===== src/core/wait_ctrl_pkg.sv =====
// ==========================================
// Constants and types of the wait state controller
package wait_ctrl_pkg;
    // ==========================================
    // Register map: printed offsets are indices, byte address is four times
    localparam int AREA_COUNT = 4;
    localparam int WB_ADR_W = 18;
    localparam logic [15:0] AREA0_IDX = 16'hff2c;
    localparam logic [15:0] AREA1_IDX = 16'hff32;
    localparam logic [15:0] AREA2_IDX = 16'hff38;
    localparam logic [15:0] AREA3_IDX = 16'hff3e;
    localparam logic [15:0] MEMCTL_IDX = 16'hfff8;
    // Reset values and writable bits
    localparam logic [15:0] AREA_WAIT_RESET = 16'h0047;
    localparam logic [15:0] MEMCTL_RESET = 16'hf0e0;
    localparam logic [15:0] AREA_WR_MASK = 16'h00c7;
    // ==========================================
    // Field positions of area_wait_reg
    localparam int WAIT_COUNT_LSB = 0;
    localparam int SUPER_BIT = 6;
    localparam int WAIT_OUT_BIT = 7;
    // Field positions of memory_control_reg
    localparam int WAIT_IN_BIT = 15;
    localparam int SETUP_BIT = 14;
    localparam int INTACK_WAIT_LSB = 12;
    localparam int REF_PRIO_BIT = 11;
    localparam int REF_ON_BIT = 10;
    localparam int REF_EXTRA_LSB = 8;
    localparam int REF_DEFER_LSB = 6;
    localparam int REF_INTERVAL_LSB = 3;
    // Area code when no area check is made or no area 0-2 matched
    localparam logic [1:0] CODE_NONE = 2'h3;
    // ==========================================
    // Types
    typedef enum logic [1:0] {
        KIND_CPU = 2'h0,
        KIND_DMA = 2'h1,
        KIND_REFRESH = 2'h2,
        KIND_INTACK = 2'h3
    } cycle_kind_t;
    typedef struct packed {
        cycle_kind_t kind;
        logic user_level;
        logic internal_ram;
    } cycle_req_t;
    typedef struct packed {
        logic wait_out_enable;
        logic supervisor_only;
        logic [2:0] bus_wait_count;
    } area_cfg_t;
    typedef struct packed {
        logic refresh_priority;
        logic refresh_on;
        logic [1:0] refresh_extra_states;
        logic [1:0] deferred_request_limit;
        logic [2:0] refresh_interval_sel;
    } refresh_cfg_t;
    typedef enum logic [5:0] {
        ST_IDLE = 6'h01,
        ST_SETUP = 6'h02,
        ST_FIRST = 6'h04,
        ST_SECOND = 6'h08,
        ST_WAIT = 6'h10,
        ST_LAST = 6'h20
    } bus_state_t;
    // ==========================================
    // Field decode of one area word
    function automatic area_cfg_t area_cfg(input logic [15:0] w);
        area_cfg = '{w[WAIT_OUT_BIT], w[SUPER_BIT], w[WAIT_COUNT_LSB+:3]};
    endfunction
    // Byte lane merge for a 16-bit register
    function automatic logic [15:0] lane_merge(input logic [15:0] old_w,
                                               input logic [15:0] new_w,
                                               input logic [1:0] sel);
        lane_merge = {sel[1] ? new_w[15:8] : old_w[15:8],
                      sel[0] ? new_w[7:0] : old_w[7:0]};
    endfunction
    // Register index to {valid, area number}
    function automatic logic [2:0] area_slot(input logic [15:0] idx);
        case (idx)
            AREA0_IDX: area_slot = 3'h4;
            AREA1_IDX: area_slot = 3'h5;
            AREA2_IDX: area_slot = 3'h6;
            AREA3_IDX: area_slot = 3'h7;
            default: area_slot = 3'h0;
        endcase
    endfunction
endpackage


===== src/core/bus_wait_state_controller.sv =====
// Register access over Wishbone is this design's own decision.
`timescale 1ns/1ps
module bus_wait_state_controller
    import wait_ctrl_pkg::*;
(
    // System
    input wire logic clock,
    input wire logic rst,
    // Wishbone slave
    input wire logic wb_cyc,
    input wire logic wb_stb,
    input wire logic wb_we,
    input wire logic [WB_ADR_W-1:0] wb_adr,
    input wire logic [3:0] wb_sel,
    input wire logic [31:0] wb_dat_w,
    output logic [31:0] wb_dat_r,
    output logic wb_ack,
    // Bus cycle requests from internal masters
    input wire logic cycle_start,
    input wire cycle_req_t cycle_req,
    input wire logic [AREA_COUNT-1:0] area_hit,
    input wire logic soft_reset,
    // External master
    input wire logic ext_master,
    input wire logic ext_cycle_start,
    // Wait pin, active low
    input wire logic wait_pin_in_n,
    output logic wait_pin_out_n,
    output logic wait_pin_oe,
    // Cycle status
    output bus_state_t bus_state,
    output logic cycle_done,
    output logic access_violation,
    output logic area_code_lo,
    output logic area_code_hi,
    // Refresh controller settings
    output refresh_cfg_t refresh_cfg
);
    // ==========================================
    // Declarations
    logic ack_r; // Bus answer
    logic [31:0] rd_r; // Read data
    logic [15:0] memctl_r; // memory_control_reg
    wire [AREA_COUNT-1:0][15:0] area_words; // All area_wait_reg words
    bus_state_t state_r; // Bus state
    bus_state_t state_nxt;
    logic ext_en_r; // Wait input enable, held for the cycle
    logic ext_out_en_r; // Wait output enable of external cycle area
    logic wait_out_r; // Pin output level
    logic oe_r; // Pin output enable
    logic done_r; // End of cycle pulse
    logic viol_r; // Violation pulse
    logic [1:0] code_r; // Area code
    logic wb_req; // Request present
    logic ack_nxt;
    logic wr_en; // Write at the ack edge
    logic [15:0] wb_idx; // Register index
    logic [2:0] slot; // Area slot of index
    logic [15:0] rd_word;
    logic [1:0] sel_num; // Chosen area
    area_cfg_t sel_cfg; // Its settings
    logic is_special; // Intack or refresh
    logic start_pre;
    logic viol_nxt;
    logic begin_cycle;
    logic [3:0] prog_target;
    logic ext_low; // Enabled external wait
    logic int_pend;
    logic int_last;
    logic ext_load;
    logic ext_pend;
    logic [3:0] ext_target;

    // ==========================================
    // Wishbone slave
    assign wb_req = wb_cyc && wb_stb;
    assign ack_nxt = wb_req && !ack_r;
    assign wr_en = wb_req && wb_we && ack_r;
    assign wb_idx = wb_adr[WB_ADR_W-1:2];
    assign slot = area_slot(wb_idx);

    // One wait cycle answer; ack drops the cycle after it is given
    always_ff @(posedge clock) begin
        if (rst) begin
            ack_r <= 1'b0;
        end else begin
            ack_r <= ack_nxt;
        end
    end

    // Read mux; unmapped indices read zero and are acked
    always_comb begin
        rd_word = 16'h0000;
        if (slot[2]) begin
            // Upper byte is never stored, so it reads zero
            rd_word = area_words[slot[1:0]];
        end else if (wb_idx == MEMCTL_IDX) begin
            rd_word = memctl_r;
        end
    end

    // Read data latched with the ack
    always_ff @(posedge clock) begin
        if (rst) begin
            rd_r <= 32'h0000_0000;
        end else if (ack_nxt) begin
            rd_r <= {16'h0000, rd_word};
        end
    end

    // ==========================================
    // Area words, one per area
    for (genvar a = 0; a < AREA_COUNT; a++) begin : g_area
        logic [15:0] word_r;
        // reset to supervisor, hi-z, seven waits
        always_ff @(posedge clock) begin
            if (rst) begin
                word_r <= AREA_WAIT_RESET;
            end else if (wr_en && slot[2] && slot[1:0] == 2'(a)) begin
                word_r <= lane_merge(word_r, wb_dat_w[15:0], wb_sel[1:0]) & AREA_WR_MASK;
            end
        end
        assign area_words[a] = word_r;
    end

    always_ff @(posedge clock) begin
        if (rst) begin
            memctl_r <= MEMCTL_RESET;
        end else if (wr_en && wb_idx == MEMCTL_IDX) begin
            memctl_r <= lane_merge(memctl_r, wb_dat_w[15:0], wb_sel[1:0]);
        end
    end

    assign refresh_cfg = '{memctl_r[REF_PRIO_BIT], memctl_r[REF_ON_BIT],
                           memctl_r[REF_EXTRA_LSB+:2], memctl_r[REF_DEFER_LSB+:2],
                           memctl_r[REF_INTERVAL_LSB+:3]};

    // ==========================================
    // Area choice
    // lowest area wins
    // all match at reset so area 0 serves
    area_select u_select (
        .area_hit(area_hit),
        .area_words(area_words),
        .area_num(sel_num),
        .cfg(sel_cfg)
    );

    // ==========================================
    // Cycle start decode
    assign is_special = cycle_req.kind == KIND_INTACK || cycle_req.kind == KIND_REFRESH;
    assign start_pre = cycle_start && state_r == ST_IDLE && !ext_master;
    assign viol_nxt = start_pre && cycle_req.user_level && sel_cfg.supervisor_only
                      && !is_special;
    // A violating access is refused, no bus states run
    assign begin_cycle = start_pre && !viol_nxt;

    // Programmed wait count for this cycle
    always_comb begin
        case (cycle_req.kind)
            KIND_INTACK: prog_target = {2'h0, memctl_r[INTACK_WAIT_LSB+:2]};
            // Refresh waits belong to the refresh controller
            KIND_REFRESH: prog_target = 4'h0;
            default: prog_target = {1'h0, sel_cfg.bus_wait_count};
        endcase
    end

    wait_counter u_int_wait (
        .clock(clock),
        .rst(rst),
        .load(begin_cycle),
        .target(prog_target),
        .step(state_r == ST_WAIT),
        .pending(int_pend),
        .last(int_last)
    );

    assign ext_low = ext_en_r && !wait_pin_in_n;

    // Wait input enable latched so a mid-cycle write cannot split a cycle
    always_ff @(posedge clock) begin
        if (rst) begin
            ext_en_r <= 1'b0;
        end else if (begin_cycle) begin
            ext_en_r <= memctl_r[WAIT_IN_BIT];
        end
    end

    // ==========================================
    // Bus state sequence
    always_comb begin
        state_nxt = state_r;
        case (state_r)
            ST_IDLE: begin
                if (begin_cycle) begin
                    if (memctl_r[SETUP_BIT] && !cycle_req.internal_ram) begin
                        state_nxt = ST_SETUP;
                    end else begin
                        state_nxt = ST_FIRST;
                    end
                end
            end
            ST_SETUP: state_nxt = ST_FIRST;
            ST_FIRST: state_nxt = ST_SECOND;
            ST_SECOND: begin
                state_nxt = (int_pend || ext_low) ? ST_WAIT : ST_LAST;
            end
            ST_WAIT: begin
                state_nxt = (!int_last || ext_low) ? ST_WAIT : ST_LAST;
            end
            ST_LAST: state_nxt = ST_IDLE;
            default: state_nxt = ST_IDLE;
        endcase
    end

    // State register; soft reset aborts the cycle only
    always_ff @(posedge clock) begin
        if (rst || soft_reset) begin
            state_r <= ST_IDLE;
        end else begin
            state_r <= state_nxt;
        end
    end

    // Cycle end and violation pulses
    always_ff @(posedge clock) begin
        if (rst) begin
            done_r <= 1'b0;
            viol_r <= 1'b0;
        end else begin
            done_r <= state_r == ST_LAST;
            viol_r <= viol_nxt;
        end
    end

    // code 11 when no area check is made
    always_ff @(posedge clock) begin
        if (rst) begin
            code_r <= CODE_NONE;
        end else if (begin_cycle) begin
            code_r <= is_special ? CODE_NONE : sel_num;
        end else if (ext_load) begin
            code_r <= sel_num;
        end
    end

    // ==========================================
    // Wait output during bus release
    assign ext_load = ext_cycle_start && ext_master;
    // count plus one; so never below one
    assign ext_target = 4'({1'h0, sel_cfg.bus_wait_count} + 4'h1);

    wait_counter u_ext_wait (
        .clock(clock),
        .rst(rst),
        .load(ext_load),
        .target(ext_target),
        .step(ext_pend),
        .pending(ext_pend),
        .last()
    );

    // Output enable of the area that the external cycle hits
    // cleared on release so a stale enable never drives
    always_ff @(posedge clock) begin
        if (rst) begin
            ext_out_en_r <= 1'b0;
        end else if (ext_load) begin
            ext_out_en_r <= sel_cfg.wait_out_enable;
        end else if (!ext_master) begin
            ext_out_en_r <= 1'b0;
        end
    end

    // input in internal mode, driven only under external master
    // Pin is held high when enabled but idle, so it never floats mid-cycle
    always_ff @(posedge clock) begin
        if (rst) begin
            oe_r <= 1'b0;
            wait_out_r <= 1'b1;
        end else begin
            oe_r <= ext_master && ext_out_en_r;
            wait_out_r <= !(ext_pend && ext_out_en_r);
        end
    end

    // ==========================================
    // Outputs
    assign wb_ack = ack_r;
    assign wb_dat_r = rd_r;
    assign bus_state = state_r;
    assign cycle_done = done_r;
    assign access_violation = viol_r;
    assign area_code_lo = code_r[0];
    assign area_code_hi = code_r[1];
    assign wait_pin_out_n = wait_out_r;
    assign wait_pin_oe = oe_r;
endmodule // bus_wait_state_controller


===== src/core/area_select.sv =====
`timescale 1ns/1ps
// ==========================================
// Priority pick among matching areas
module area_select
    import wait_ctrl_pkg::*;
(
    // Match lines from the comparators
    input wire logic [AREA_COUNT-1:0] area_hit,
    // Stored area words
    input wire logic [AREA_COUNT-1:0][15:0] area_words,
    // Chosen area and its settings
    output logic [1:0] area_num,
    output area_cfg_t cfg
);
    // Lowest number wins; loop runs downward so the last hit kept is lowest
    always_comb begin
        area_num = CODE_NONE;
        for (int i = AREA_COUNT - 1; i >= 0; i--) begin
            if (area_hit[i]) begin
                area_num = 2'(i);
            end
        end
        // No hit falls back to area 3 settings, as code 11 does
        cfg = area_cfg(area_words[area_num]);
    end
endmodule // area_select


===== src/core/wait_counter.sv =====
`timescale 1ns/1ps
// ==========================================
// Down counter of wait states still owed
module wait_counter
    import wait_ctrl_pkg::*;
(
    // System
    input wire logic clock,
    input wire logic rst,
    // Control
    input wire logic load,
    input wire logic [3:0] target,
    input wire logic step,
    // Status
    output logic pending,
    output logic last
);
    logic [3:0] remaining_r; // States still to insert

    // Load wins over step so a new cycle never inherits old count
    always_ff @(posedge clock) begin
        if (rst) begin
            remaining_r <= 4'h0;
        end else if (load) begin
            remaining_r <= target;
        end else if (step && remaining_r != 4'h0) begin
            remaining_r <= remaining_r - 4'h1;
        end
    end

    assign pending = remaining_r != 4'h0;
    assign last = remaining_r <= 4'h1;
endmodule // wait_counter


===== config.mk =====
export PLATFORM = sky130hd
export DESIGN_NAME = bus_wait_state_controller
export DESIGN_NICKNAME = d
export VERILOG_FILES = /design/src/core/wait_ctrl_pkg.sv /design/src/core/bus_wait_state_controller.sv /design/src/core/area_select.sv /design/src/core/wait_counter.sv
export SDC_FILE = /design/constraint.sdc
export NUM_CORES = 1
export LEC_CHECK = 0
export BUFFER_PORTS_ARGS = -buffer_cell sky130_fd_sc_hd__buf_2
export CORE_UTILIZATION = 46
export CTS_CLUSTER_SIZE = 10
export DETAILED_ROUTE_END_ITERATION = 7
export PLACE_DENSITY_LB_ADDON = 0.05
export SYNTH_ARGS = -nofsm -noshare
export SYNTH_HDL_FRONTEND = slang
export SYNTH_SLANG_ARGS = --single-unit

===== constraint.sdc =====
create_clock -name clock -period 2.1 [get_ports clock]
set_input_delay 0.105 -clock clock [delete_from_list [all_inputs] [get_ports clock]]
set_output_delay 0.105 -clock clock [all_outputs]
set_load 0.01 [all_outputs]

-- After elaboration in Yosys (flattened, before gate mapping)
Index checks and enable logic that the tools add are counted.
- register bits after elaboration: 75
- bits of input ports: 72
- output and inout bits: 54
- add/subtract/negate cells: 3
- magnitude comparators: 3
- equal/unequal tests: 18
- muxes and demuxes: 25
- reduce and logical (&&, ||, !) cells: 46
- operators with widths (cell ; count):
    $eq 16x16->1 const B ; 5
    $bmux 16 s2 ; 2
    $mux 16 ; 3
    $pmux 6 s5 ; 1
    $logic_and 1x1->1 ; 22
    $mux 6 ; 3
    $mux 4 ; 4
    $pmux 3 s4 ; 1
    $reduce_and 2->1 ; 6
    $mux 2 ; 5
    $eq 2x2->1 const B ; 4
    $logic_not 1->1 ; 8
    $mux 8 ; 1
    $reduce_bool 4->1 ; 2
    $sub 4x1->4 const B ; 2
    $eq 6x1->1 const B ; 1
    $eq 6x2->1 const B ; 1
    $eq 6x3->1 const B ; 1
    $eq 6x4->1 const B ; 1
    $eq 6x5->1 const B ; 1
    $eq 6x6->1 const B ; 1
    $lt 2x3->1 const B ; 2
    $pmux 3 s2 ; 1
    $reduce_bool 2->1 ; 3
    9 further kinds ; 14

-- Logic depth before layout (Yosys ltp)
Gate-level depths: netlist (run 1).
- depth in word-level cells: 11
- depth in mapped cells: 8
- gate-level depth less buffers: 7

-- Hierarchy
Synthesis (run 1) repeated with hierarchy kept, for this count alone.
- cells, all modules: 420
- area total of the unflattened synthesis: 3973.8 um2
- modules (own cells, without submodules) (module ; instances ; cells an instance ; area each (um2)):
    bus_wait_state_controller ; 1 ; 327 ; 3135.5
    wait_counter ; 2 ; 34 ; 296.5
    area_select ; 1 ; 25 ; 245.2

-- Worst setup path after synthesis (run 1)
OpenSTA, ideal clock, no wires.
- path kind: reg-to-reg
- start point: register state_r[3], in the netlist bus_state[3]
- end point: register ext_en_r
- arrival: 1.907 ns
- required time: 1.972 ns
- path slack: 0.065 ns
- stages on the path, launching flop included: 8
- buffers on the path: 2
- period minus slack after synthesis: 2.035 ns
- cell sequence: dfxtp_1 -> buf_6 -> or3_4 -> or3_4 -> a311oi_2 -> buf_6 -> mux2i_1 -> nor2_1
- longest elaborated chain between the ends: 8
- RTL lines (element ; RTL line ; RTL):
    start: declaration ; bus_wait_state_controller.sv:45 ; bus_state_t state_r;
    start signal: assignment ; bus_wait_state_controller.sv:221 ; state_r <= state_nxt;
    $eq 6x1->1 * ; bus_wait_state_controller.sv:152 ; assign start_pre = cycle_start && state_r == ST_IDLE && !ext_master;
    $logic_and 1x1->1 * (2 in a row) ; bus_wait_state_controller.sv:152 ;
    $logic_and 1x1->1 (2 in a row) ; bus_wait_state_controller.sv:153 ; assign viol_nxt = start_pre && cycle_req.user_level && sel_cfg.supervisor_only
    $logic_and 1x1->1 ; bus_wait_state_controller.sv:154 ; && !is_special;
    $logic_not 1->1 ; bus_wait_state_controller.sv:156 ; assign begin_cycle = start_pre && !viol_nxt;
    $logic_and 1x1->1 * ; bus_wait_state_controller.sv:156 ;
    end signal: assignment ; bus_wait_state_controller.sv:185 ; ext_en_r <= memctl_r[WAIT_IN_BIT];
    end: declaration ; bus_wait_state_controller.sv:47 ; logic ext_en_r;
Every way passes the cells marked *; elsewhere a longest branch is shown, timed or not.
A chain may end at the register's enable or synchronous reset.

-- Worst setup path after layout (run 1)
- start point: register state_r[2], in the netlist bus_state[2]
- end point: register state_r[0], in the netlist bus_state[0]
- longest elaborated chain between the ends: 9
- elaborated cells on any way between the ends: 14
- RTL lines (element ; RTL line):
    $eq 6x1->1 ; bus_wait_state_controller.sv:152, bus_wait_state_controller.sv:193
    $logic_and 1x1->1 (2 in a row) ; bus_wait_state_controller.sv:152
    $logic_and 1x1->1 (2 in a row) ; bus_wait_state_controller.sv:153
    $logic_and 1x1->1 ; bus_wait_state_controller.sv:154
    $logic_not 1->1 ; bus_wait_state_controller.sv:156
    $logic_and 1x1->1 ; bus_wait_state_controller.sv:156
    $ne 2x2->1 (no line) ; -
Several ways; a longest one is shown, not always the timed one.

==> flow_summary.json, run 1 <==
{
  "crit_slowest_cell": "or3_4",
  "synthTopCellsByCount": "75 x dfxtp_1, 54 x nor2_1, 43 x mux2i_1",
  "rows": 33,
  "worstPathArrival_ps": 2190,
  "postLayoutSetupSlackWorst_ps": 156.8,
  "critical_path_required_ps": 2350,
  "hp-class": "primary input to flop",
  "drt_wl_total_um": 8784,
  "antenna_found_initial": 0,
  "dieHeight_um": 93.53,
  "portBuffers": 88,
  "crit_path_frequent_cell": "or3_4",
  "cts_setup_buffers": 0,
  "synth-simple-area-share": 0.2295,
  "core_area_um2": 8175,
  "cts_root_buf": "clkbuf_8",
  "synth_top_family_by_area": "simple AND/OR/NAND/NOR gates",
  "clk_pin_slew_ps": 80,
  "post-synth-top-count-cell": "dfxtp_1",
  "slew_headroom": 0.5549,
  "insertion_delay_ps": 350,
  "placed_cell_area_um2": 4313,
  "synth.top_cell.area_share": 0.3896,
  "fp.dieArea_um2": 8748,
  "ys_warn_count": 0,
  "dr.pass1.iters": 7,
  "place_hpwl_um": 6635,
  "clock.fmax_ghz": 0.5146,
  "nets": 601,
  "syn_to_final_growth_pct": 19.45,
  "r2r_cells": 6,
  "grt_pass1_wl_um": 14280,
  "pre_cts_slack_ps": 110.3,
  "die_x_um": 93.53,
  "synth-seq-area-share": 0.3896,
  "ant_nets": 0,
  "finalMaxSlewViolations": 0,
  "slowest_delay_ps": 410,
  "vias": 3265,
  "grt_use_total": 0.2091,
  "synth_compound_area_frac": 0.1406,
  "place.gp.congestion": 0.7969,
  "synth-xor-area-share": 0.01818,
  "cts_tree": "built",
  "cp-end-kind": "flop",
  "via_per_inst": 5.150,
  "num_antenna_cells": 0,
  "path_max_fanout": 8,
  "drive_above_1_share": 0.2628,
  "numClockSinks": 75,
  "min_from": "wb_dat_w[9]",
  "min_to": "memctl_r[9]",
  "crit_chain": "or3_4, or3_4, a311oi_2, buf_4, o21ai_0, nand2b_1",
  "cts_htree_levels": 3,
  "clk_path_buf_depth": 2,
  "drv_cap": 0,
  "skew_ps": 7.336,
  "nFillCells": 788,
  "synthMuxAreaShare": 0.1234,
  "grt_overflow_total": 0,
  "fin_setup_tns_ps": 0,
  "setup_viol": 0,
  "critPathKind": "flop to flop",
  "drtIter0Drc": 138,
  "post_synth.cell_area_avg_um2": 8.941,
  "grt_pass1_vias": 2972,
  "syn_inst": 431,
  "synth-edff-count": 0,
  "cts_resized": 0,
  "whs_ps": 22.51,
  "wire_per_inst_um": 13.85,
  "fin_area_um2": 4603,
  "rsz0062_at_grt": "no",
  "r2r_end": "bus_state[0]",
  "finalCritPeriodShare": 0.9253,
  "start_util": 0.4714,
  "synth_area_leaders": "dfxtp_1 39%, mux2i_1 11%, nor2_1 5.3%",
  "grt_max_degree": 28,
  "status": "finished clean",
  "synth_top_area_cell": "dfxtp_1",
  "worst_pin_slew_ps": 661.7,
  "hold_viol": 0,
  "ys_types": 55,
  "synthAdderAreaFrac": 0.01299,
  "drc": 0,
  "r2r_start": "bus_state[2]",
  "fin_crit_ps": 1943,
  "synth_top_flop_cell": "dfxtp_1",
  "ys_seq_elements": 75,
  "powerDensity_nw_per_um2": 661.9,
  "ir_worst_vdd_mv": 0.3864,
  "whs_path_depth": 3,
  "synth_area_um2": 3854,
  "num_io_pins": 126,
  "numCtsBuffers": 9,
  "async_flop_share": 0,
  "leakagePower_uw": 0.001959,
  "r2r_setup_slack_ps": 160,
  "start_kind": "flop"
}
[sequential cells by signal (all words and copies together) (netlist names)]
register and cells:
ext_out_en_r 1, memctl_r 16, wb_ack 1, wb_dat_r 16
code_r 2, g_area.word_r 20, ext_en_r 1, wait_pin_oe 1
wait_pin_out_n 1, u_int_wait.remaining_r 4, access_violation 1, bus_state 6
u_ext_wait.remaining_r 4, cycle_done 1
[cells by family after synthesis]
kind of cell	after synthesis
AND/OR/NAND/NOR	164
AO/OA/AOI/OAI	75
multiplexers	47
buffers and inverters	57
other	1
adder cells (fa/ha/maj)	4
flip-flops	75
XOR/XNOR	8
[critical path: cells and delay by family (launching register included)]
family | cells | cell delay, ps
buffers and inverters | 1 | 210
AND/OR/NAND/NOR | 3 | 980
flip-flops | 1 | 310
AO/OA/AOI/OAI | 2 | 330
[how the worst max path moves through the flow]
stage	from	endpoint	slack [ps]	depth (start not counted)
floorplan	bus_state[3]	ext_en_r	70	7
finish	bus_state[2]	bus_state[0]	160	6
global route	bus_state[2]	bus_state[0]	10	6
global placement	bus_state[2]	bus_state[0]	130	6
CTS	bus_state[2]	bus_state[0]	90	6
detailed placement	bus_state[2]	bus_state[0]	110	6
[metrics by stage]
stage | util | total power, µW | instances
after detailed placement | 0.5275 | 1971 | 609
after CTS | 0.5631 | 3080 | 634
after floorplan | - | 1862 | 446
after global routing | 0.5631 | 3203 | 634
after global placement | 0.5275 | 1961 | 609
final | 0.5631 | 3047 | 634
[power by group]
group          switching [µW]  internal [µW]
Combinational             251            208
Clock                     548            546
Sequential               30.5           1460
[layout by cell type, fill, tap and decap left out, types with 4 or more instances in the layout]
cell type	n
mux2_2	4
a211oi_1	4
nand2_1	31
a211o_1	6
inv_1	11
and4_1	4
clkbuf_8	9
nand3_1	9
nand4_1	4
a22oi_1	16
nand2b_1	8
conb_1	16
nand3b_1	4
mux2i_1	43
nor2b_1	10
ha_1	4
a21oi_1	7
buf_2	88
nor3_1	7
dfxtp_1	75
nor2_1	54
buf_4	15
o211a_1	5
dlygate4sd3_1	10
o21ai_0	20
xnor2_1	7
[repair_timing]
item,in CTS,in global routing
hold buffers,10,0
endpoints found under the setup margin,0,3
hold endpoints to repair,10,0
[final cells by class]
cell class | instances | area [µm²] | share of cell area
clock inverters | 6 | 66.31 | 0.01441
clock buffers | 9 | 123.9 | 0.02691
well taps | 105 | 131.4 | 0.02854
repair buffers | 113 | 653.1 | 0.1419
multi-input cells | 314 | 2082 | 0.4523
inverters | 12 | 45.04 | 0.009785
flip-flops and latches | 75 | 1501 | 0.3262
[metal layers]
metal	vias to the layer above	part of all wire	GRT usage
li1	1677	-	-
met1	1504	0.48	0.2708
met2	76	0.47	0.3511
met3	8	0.040	0.04309
met4	0	0.0097	0.05769
met5	-	0	0
No activity file was read; power rests on OpenSTA's default activity.
==> inputs of run 2 (changes only) <==
--- a/config.mk
+++ b/config.mk
@@ -9,7 +9,7 @@
 export CORE_UTILIZATION = 46
 export CTS_CLUSTER_SIZE = 10
 export DETAILED_ROUTE_END_ITERATION = 7
-export PLACE_DENSITY_LB_ADDON = 0.05
+export PLACE_DENSITY = 0.82
 export SYNTH_ARGS = -nofsm -noshare
 export SYNTH_HDL_FRONTEND = slang
 export SYNTH_SLANG_ARGS = --single-unit
==> run 2 against run 1 <==
Combinational power up 2%. Sequential share of layout area unchanged. Via count increased by 3.8%. Global-route usage increased by 0.27 points. Power hardly changed. Critical path type unchanged. Largest power group unchanged.
==> flow_summary.json, run 2 (same netlist as run 1, synthesis figures left out) <==
{
  "status": "finished clean",
  "start_kind": "flop",
  "final_common_cell": "buf_2",
  "fin_util": 0.5631,
  "portBuffers": 88,
  "numClockSinks": 75,
  "power.switching_uw": 912.2,
  "cts_htree_levels": 3,
  "skew_ps": 12.04,
  "grt_pass1_wl_um": 14570,
  "start_util": 0.4714,
  "grt_pass1_vias": 3128,
  "fp.dieArea_um2": 8748,
  "die_x_um": 93.53,
  "grt_overflow_total": 0,
  "worstPathArrival_ps": 2260,
  "largest_register_ffs": 20,
  "ir_worst_vdd_mv": 0.2784,
  "p_comb_frac": 0.154,
  "rsz0062_at_grt": "no",
  "min_from": "wb_dat_w[6]",
  "rows": 33,
  "grt_max_degree": 37,
  "ant_nets": 0,
  "syn_to_final_growth_pct": 19.45,
  "antenna_found_initial": 0,
  "drv_cap": 0,
  "place.gp.congestion": 0.8688,
  "critical_path_required_ps": 2350,
  "insertion_delay_ps": 360,
  "p_int_uw": 2133,
  "dr.pass1.iters": 5,
  "num_io_pins": 126,
  "startpoint": "bus_state[2]",
  "worst_pin_slew_ps": 614.9,
  "nFillCells": 753,
  "final_cell_mix": "88 x buf_2, 75 x dfxtp_1, 54 x nor2_1, 43 x mux2i_1, 31 x nand2_1",
  "wire_per_inst_um": 14.14,
  "finalMaxSlewViolations": 0,
  "regMostFlops": "g_area.word_r",
  "clk_pin_slew_ps": 90,
  "leakagePower_uw": 0.001950,
  "cts_tree": "built",
  "nets": 600,
  "setup_viol": 0,
  "vias": 3388,
  "r2r_setup_slack_ps": 80,
  "dieHeight_um": 93.53,
  "clock.fmax_ghz": 0.4956,
  "cts_setup_buffers": 0,
  "path_max_fanout": 11,
  "switching_share": 0.2995,
  "grt_use_total": 0.2118,
  "fin_crit_ps": 2018,
  "drive_above_1_share": 0.2609,
  "clock_power_share": 0.356,
  "hold_viol": 0,
  "cts_root_buf": "clkbuf_8",
  "clk_path_buf_depth": 2,
  "num_antenna_cells": 0,
  "slew_headroom": 0.5864,
  "drtIter0Drc": 140,
  "fin_setup_tns_ps": 0,
  "drc": 0,
  "r2r_start": "bus_state[2]",
  "hp-class": "primary input to flop",
  "drt_wl_total_um": 8966,
  "critPathKind": "flop to flop",
  "finalCritPeriodShare": 0.9608,
  "place_hpwl_um": 6662,
  "powerDensity_nw_per_um2": 661.5,
  "numCtsBuffers": 9,
  "core_area_um2": 8175,
  "via_per_inst": 5.344,
  "cp-end-kind": "flop",
  "seqPwrFrac": 0.490
}
run 2: what timing repair did:
item	CTS	global route
endpoints found under the hold margin	11	0
endpoints found under the setup margin	0	1
hold buffers	11	0
resized for setup	0	1
run 2: metrics by stage:
step	instance area, µm²	power [µW]	hold WS, ps	cells	setup WS [ps]
detailed placement	4298	1975	316.5	607	104.1
finish	4603	3045	26.76	634	82.24
floorplan	3910	1862	196.6	446	65.07
global placement	4298	1948	310.5	607	156.6
global route	4603	3195	12.92	634	15.49
CTS	4599	3063	15.10	634	67.68
run 2: path summary, 6_finish.rpt:
kind	to	cells past startpoint
setup / recovery	bus_state[0]	6
hold reg to reg	wait_pin_out_n	1
hold / removal	memctl_r[6]	2
setup reg to reg	bus_state[0]	6
run 2: power by group through the flow:
| stage | Clock, µW | Combinational [µW] | Sequential, µW |
|---|---|---|---|
| floorplan | 0 | 339 | 1520 |
| global placement | 0 | 425 | 1520 |
| detailed placement | 0 | 450 | 1530 |
| CTS | 1100 | 468 | 1490 |
| global route | 1170 | 527 | 1500 |
| finish | 1080 | 469 | 1490 |
run 2: area by class of cell:
| class | instances | area (µm²) | share of cell area |
|---|---|---|---|
| clock buffer | 9 | 123.9 | 0.02691 |
| sequential | 75 | 1501 | 0.3262 |
| inverter | 12 | 45.04 | 0.009785 |
| tap | 105 | 131.4 | 0.02854 |
| clock inverter | 7 | 67.56 | 0.01468 |
| multi-input combinational | 314 | 2082 | 0.4523 |
| timing repair buffer | 112 | 651.9 | 0.1416 |
run 2: worst max-delay path, stage by stage, from the launching register on:
cell	delay [ps]
dfxtp_1	320
or3_4	400
or3_4	420
a311oi_2	290
buf_6	200
o21ai_0	120
nand2b_1	170
run 2: metal layers:
metal / GRT usage / routed length, µm
met3: 0.03577 / 545
met1: 0.2687 / 3904
met5: 0 / 0
met4: 0.09872 / 222
met2: 0.3493 / 4294
==> inputs of run 3 (changes only) <==
--- a/config.mk
+++ b/config.mk
@@ -6,10 +6,11 @@
 export NUM_CORES = 1
 export LEC_CHECK = 0
 export BUFFER_PORTS_ARGS = -buffer_cell sky130_fd_sc_hd__buf_2
-export CORE_UTILIZATION = 46
+export CORE_MARGIN = 5
+export CORE_UTILIZATION = 32
 export CTS_CLUSTER_SIZE = 10
 export DETAILED_ROUTE_END_ITERATION = 7
-export PLACE_DENSITY = 0.82
+export PLACE_DENSITY = 0.63
 export SYNTH_ARGS = -nofsm -noshare
 export SYNTH_HDL_FRONTEND = slang
 export SYNTH_SLANG_ARGS = --single-unit
==> run 3 against run 2 <==
Clock skew decreased by 5.2 ps. Sequential share of layout area shrank 0.79 points. Cell area up 2.5%. Register-to-register slack better by 20 ps. Cell count up 6.5%. Maximum frequency rose by 0.76%. Flip-flop and latch count unchanged. Global-route usage is 7.2 points lower. Clock power up 31%. Combinational power fell by 2%. Largest power group unchanged.
==> flow_summary.json, run 3 (same netlist as run 1, synthesis figures left out) <==
{
  "status": "finished clean",
  "grt_overflow_total": 0,
  "ir_worst_vdd_mv": 0.3542,
  "start_kind": "flop",
  "drt_wl_total_um": 9935,
  "hold_viol": 0,
  "r2r_start": "bus_state[2]",
  "switching_share": 0.2598,
  "power.switching_uw": 876.3,
  "insertion_delay_ps": 330,
  "finalCritPeriodShare": 0.9535,
  "grt_pass1_vias": 3402,
  "core_area_um2": 11910,
  "drive_above_1_share": 0.2694,
  "clock.fmax_ghz": 0.4994,
  "ant_nets": 0,
  "portBuffers": 88,
  "numClockSinks": 75,
  "place_hpwl_um": 7720,
  "fin_area_um2": 4717,
  "syn_to_final_growth_pct": 22.40,
  "fp.dieArea_um2": 14340,
  "placed_cell_area_um2": 4373,
  "slew_headroom": 0.5851,
  "grt_pass1_wl_um": 16300,
  "path_max_fanout": 11,
  "clock_power_share": 0.420,
  "grt_use_total": 0.1394,
  "worstPathArrival_ps": 2220,
  "rows": 40,
  "dr.pass1.iters": 4,
  "critical_path_buf_inv_count": 1,
  "nFillCells": 1184,
  "seqPwrFrac": 0.444,
  "cts_htree_levels": 3,
  "clk_pin_slew_ps": 60,
  "clk_path_buf_depth": 2,
  "start_util": 0.3235,
  "dieHeight_um": 119.7,
  "grt_max_degree": 32,
  "rsz0062_at_grt": "no",
  "nets": 598,
  "fin_setup_tns_ps": 0,
  "worst_pin_slew_ps": 616.9,
  "cp_top_family": "simple AND/OR/NAND/NOR gates",
  "startpoint": "bus_state[2]",
  "p_int_uw": 2497,
  "via_per_inst": 4.956,
  "p_comb_frac": 0.136,
  "min_from": "wb_dat_w[11]",
  "cts_tree": "built",
  "cts_root_buf": "clkbuf_16",
  "numCtsBuffers": 9,
  "drtIter0Drc": 211,
  "num_io_pins": 126,
  "antenna_found_initial": 0,
  "final_common_cell": "buf_2",
  "crit_chain": "or3_4, or3_4, a311oi_2, buf_6, o21ai_0, nand2b_1",
  "slowest_delay_ps": 410,
  "powerDensity_nw_per_um2": 715.0,
  "p_total_uw": 3373,
  "place.gp.congestion": 0.8106,
  "skew_ps": 6.820,
  "setup_viol": 0,
  "vias": 3345,
  "pre_cts_slack_ps": 103.2,
  "hp-class": "primary input to flop",
  "largest_register_ffs": 20,
  "finalMaxSlewViolations": 0,
  "critPathKind": "flop to flop",
  "final_cell_mix": "88 x buf_2, 75 x dfxtp_1, 54 x nor2_1, 43 x mux2i_1, 31 x nand2_1",
  "fin_crit_ps": 2002,
  "cp-end-kind": "flop",
  "drv_cap": 0,
  "crit_path_frequent_cell": "or3_4",
  "die_x_um": 119.7,
  "wire_per_inst_um": 14.72,
  "crit_slowest_cell": "or3_4",
  "postLayoutSetupSlackWorst_ps": 97.56,
  "critical_path_required_ps": 2320,
  "regMostFlops": "g_area.word_r",
  "leakagePower_uw": 0.001980,
  "drc": 0
}
run 3: worst paths after layout:
kind / to / slack, ps / cells after the start
setup / recovery: bus_state[0] / 100 / 6
hold / removal: memctl_r[11] / 9 / 3
setup reg to reg: bus_state[0] / 100 / 6
hold reg to reg: wait_pin_out_n / 430 / 1
run 3: power by group through the flow:
stage | logic, µW | registers [µW] | clock network [µW]
2_1_floorplan | 339 | 1520 | 0
3_3_place_gp | 435 | 1520 | 0
3_5_place_dp | 449 | 1530 | 0
4_1_cts | 460 | 1500 | 1450
5_1_grt | 516 | 1500 | 1520
6_report | 459 | 1500 | 1420
run 3: cell type report:
type	instances	area, µm²	area share
tap	147	183.9	0.03899
multi-input combinational	314	2082	0.4414
antenna	1	2.502	0.0005305
timing repair buffer	110	621.8	0.1318
inverter	12	45.04	0.009549
sequential	75	1501	0.3183
clock buffer	10	239.0	0.05066
clock inverter	6	41.29	0.008753
run 3: per-stage QoR:
stage | util | instances | hold WS [ps]
4_1_cts | 0.3949 | 673 | 1.856
3_5_place_dp | 0.3671 | 652 | 323.6
5_1_grt | 0.3958 | 674 | 29.75
2_1_floorplan | - | 446 | 196.6
3_3_place_gp | 0.3671 | 652 | 317.5
6_report | 0.3960 | 675 | 9.274
run 3: metal layers:
metal  vias to the layer above  part of all wire  track usage
met5                         -                 0            0
met1                      1575              0.45       0.1763
met4                         0             0.020      0.06371
li1                       1667                 -            -
met2                        88              0.48       0.2309
met3                        15             0.048      0.02498
run 3: worst reg2reg max path: cells and delay by family, from the launching register on:
family          cells  cell delay [ps]
flops               1              310
buf+inv             1              200
compound gates      2              400
simple gates        3             1000
run 3: timing repair:
action,CTS,global route
buffers inserted,0,1
setup endpoints to repair,0,2
resized for setup,0,1
endpoints found under the hold margin,5,0
hold buffers,5,0
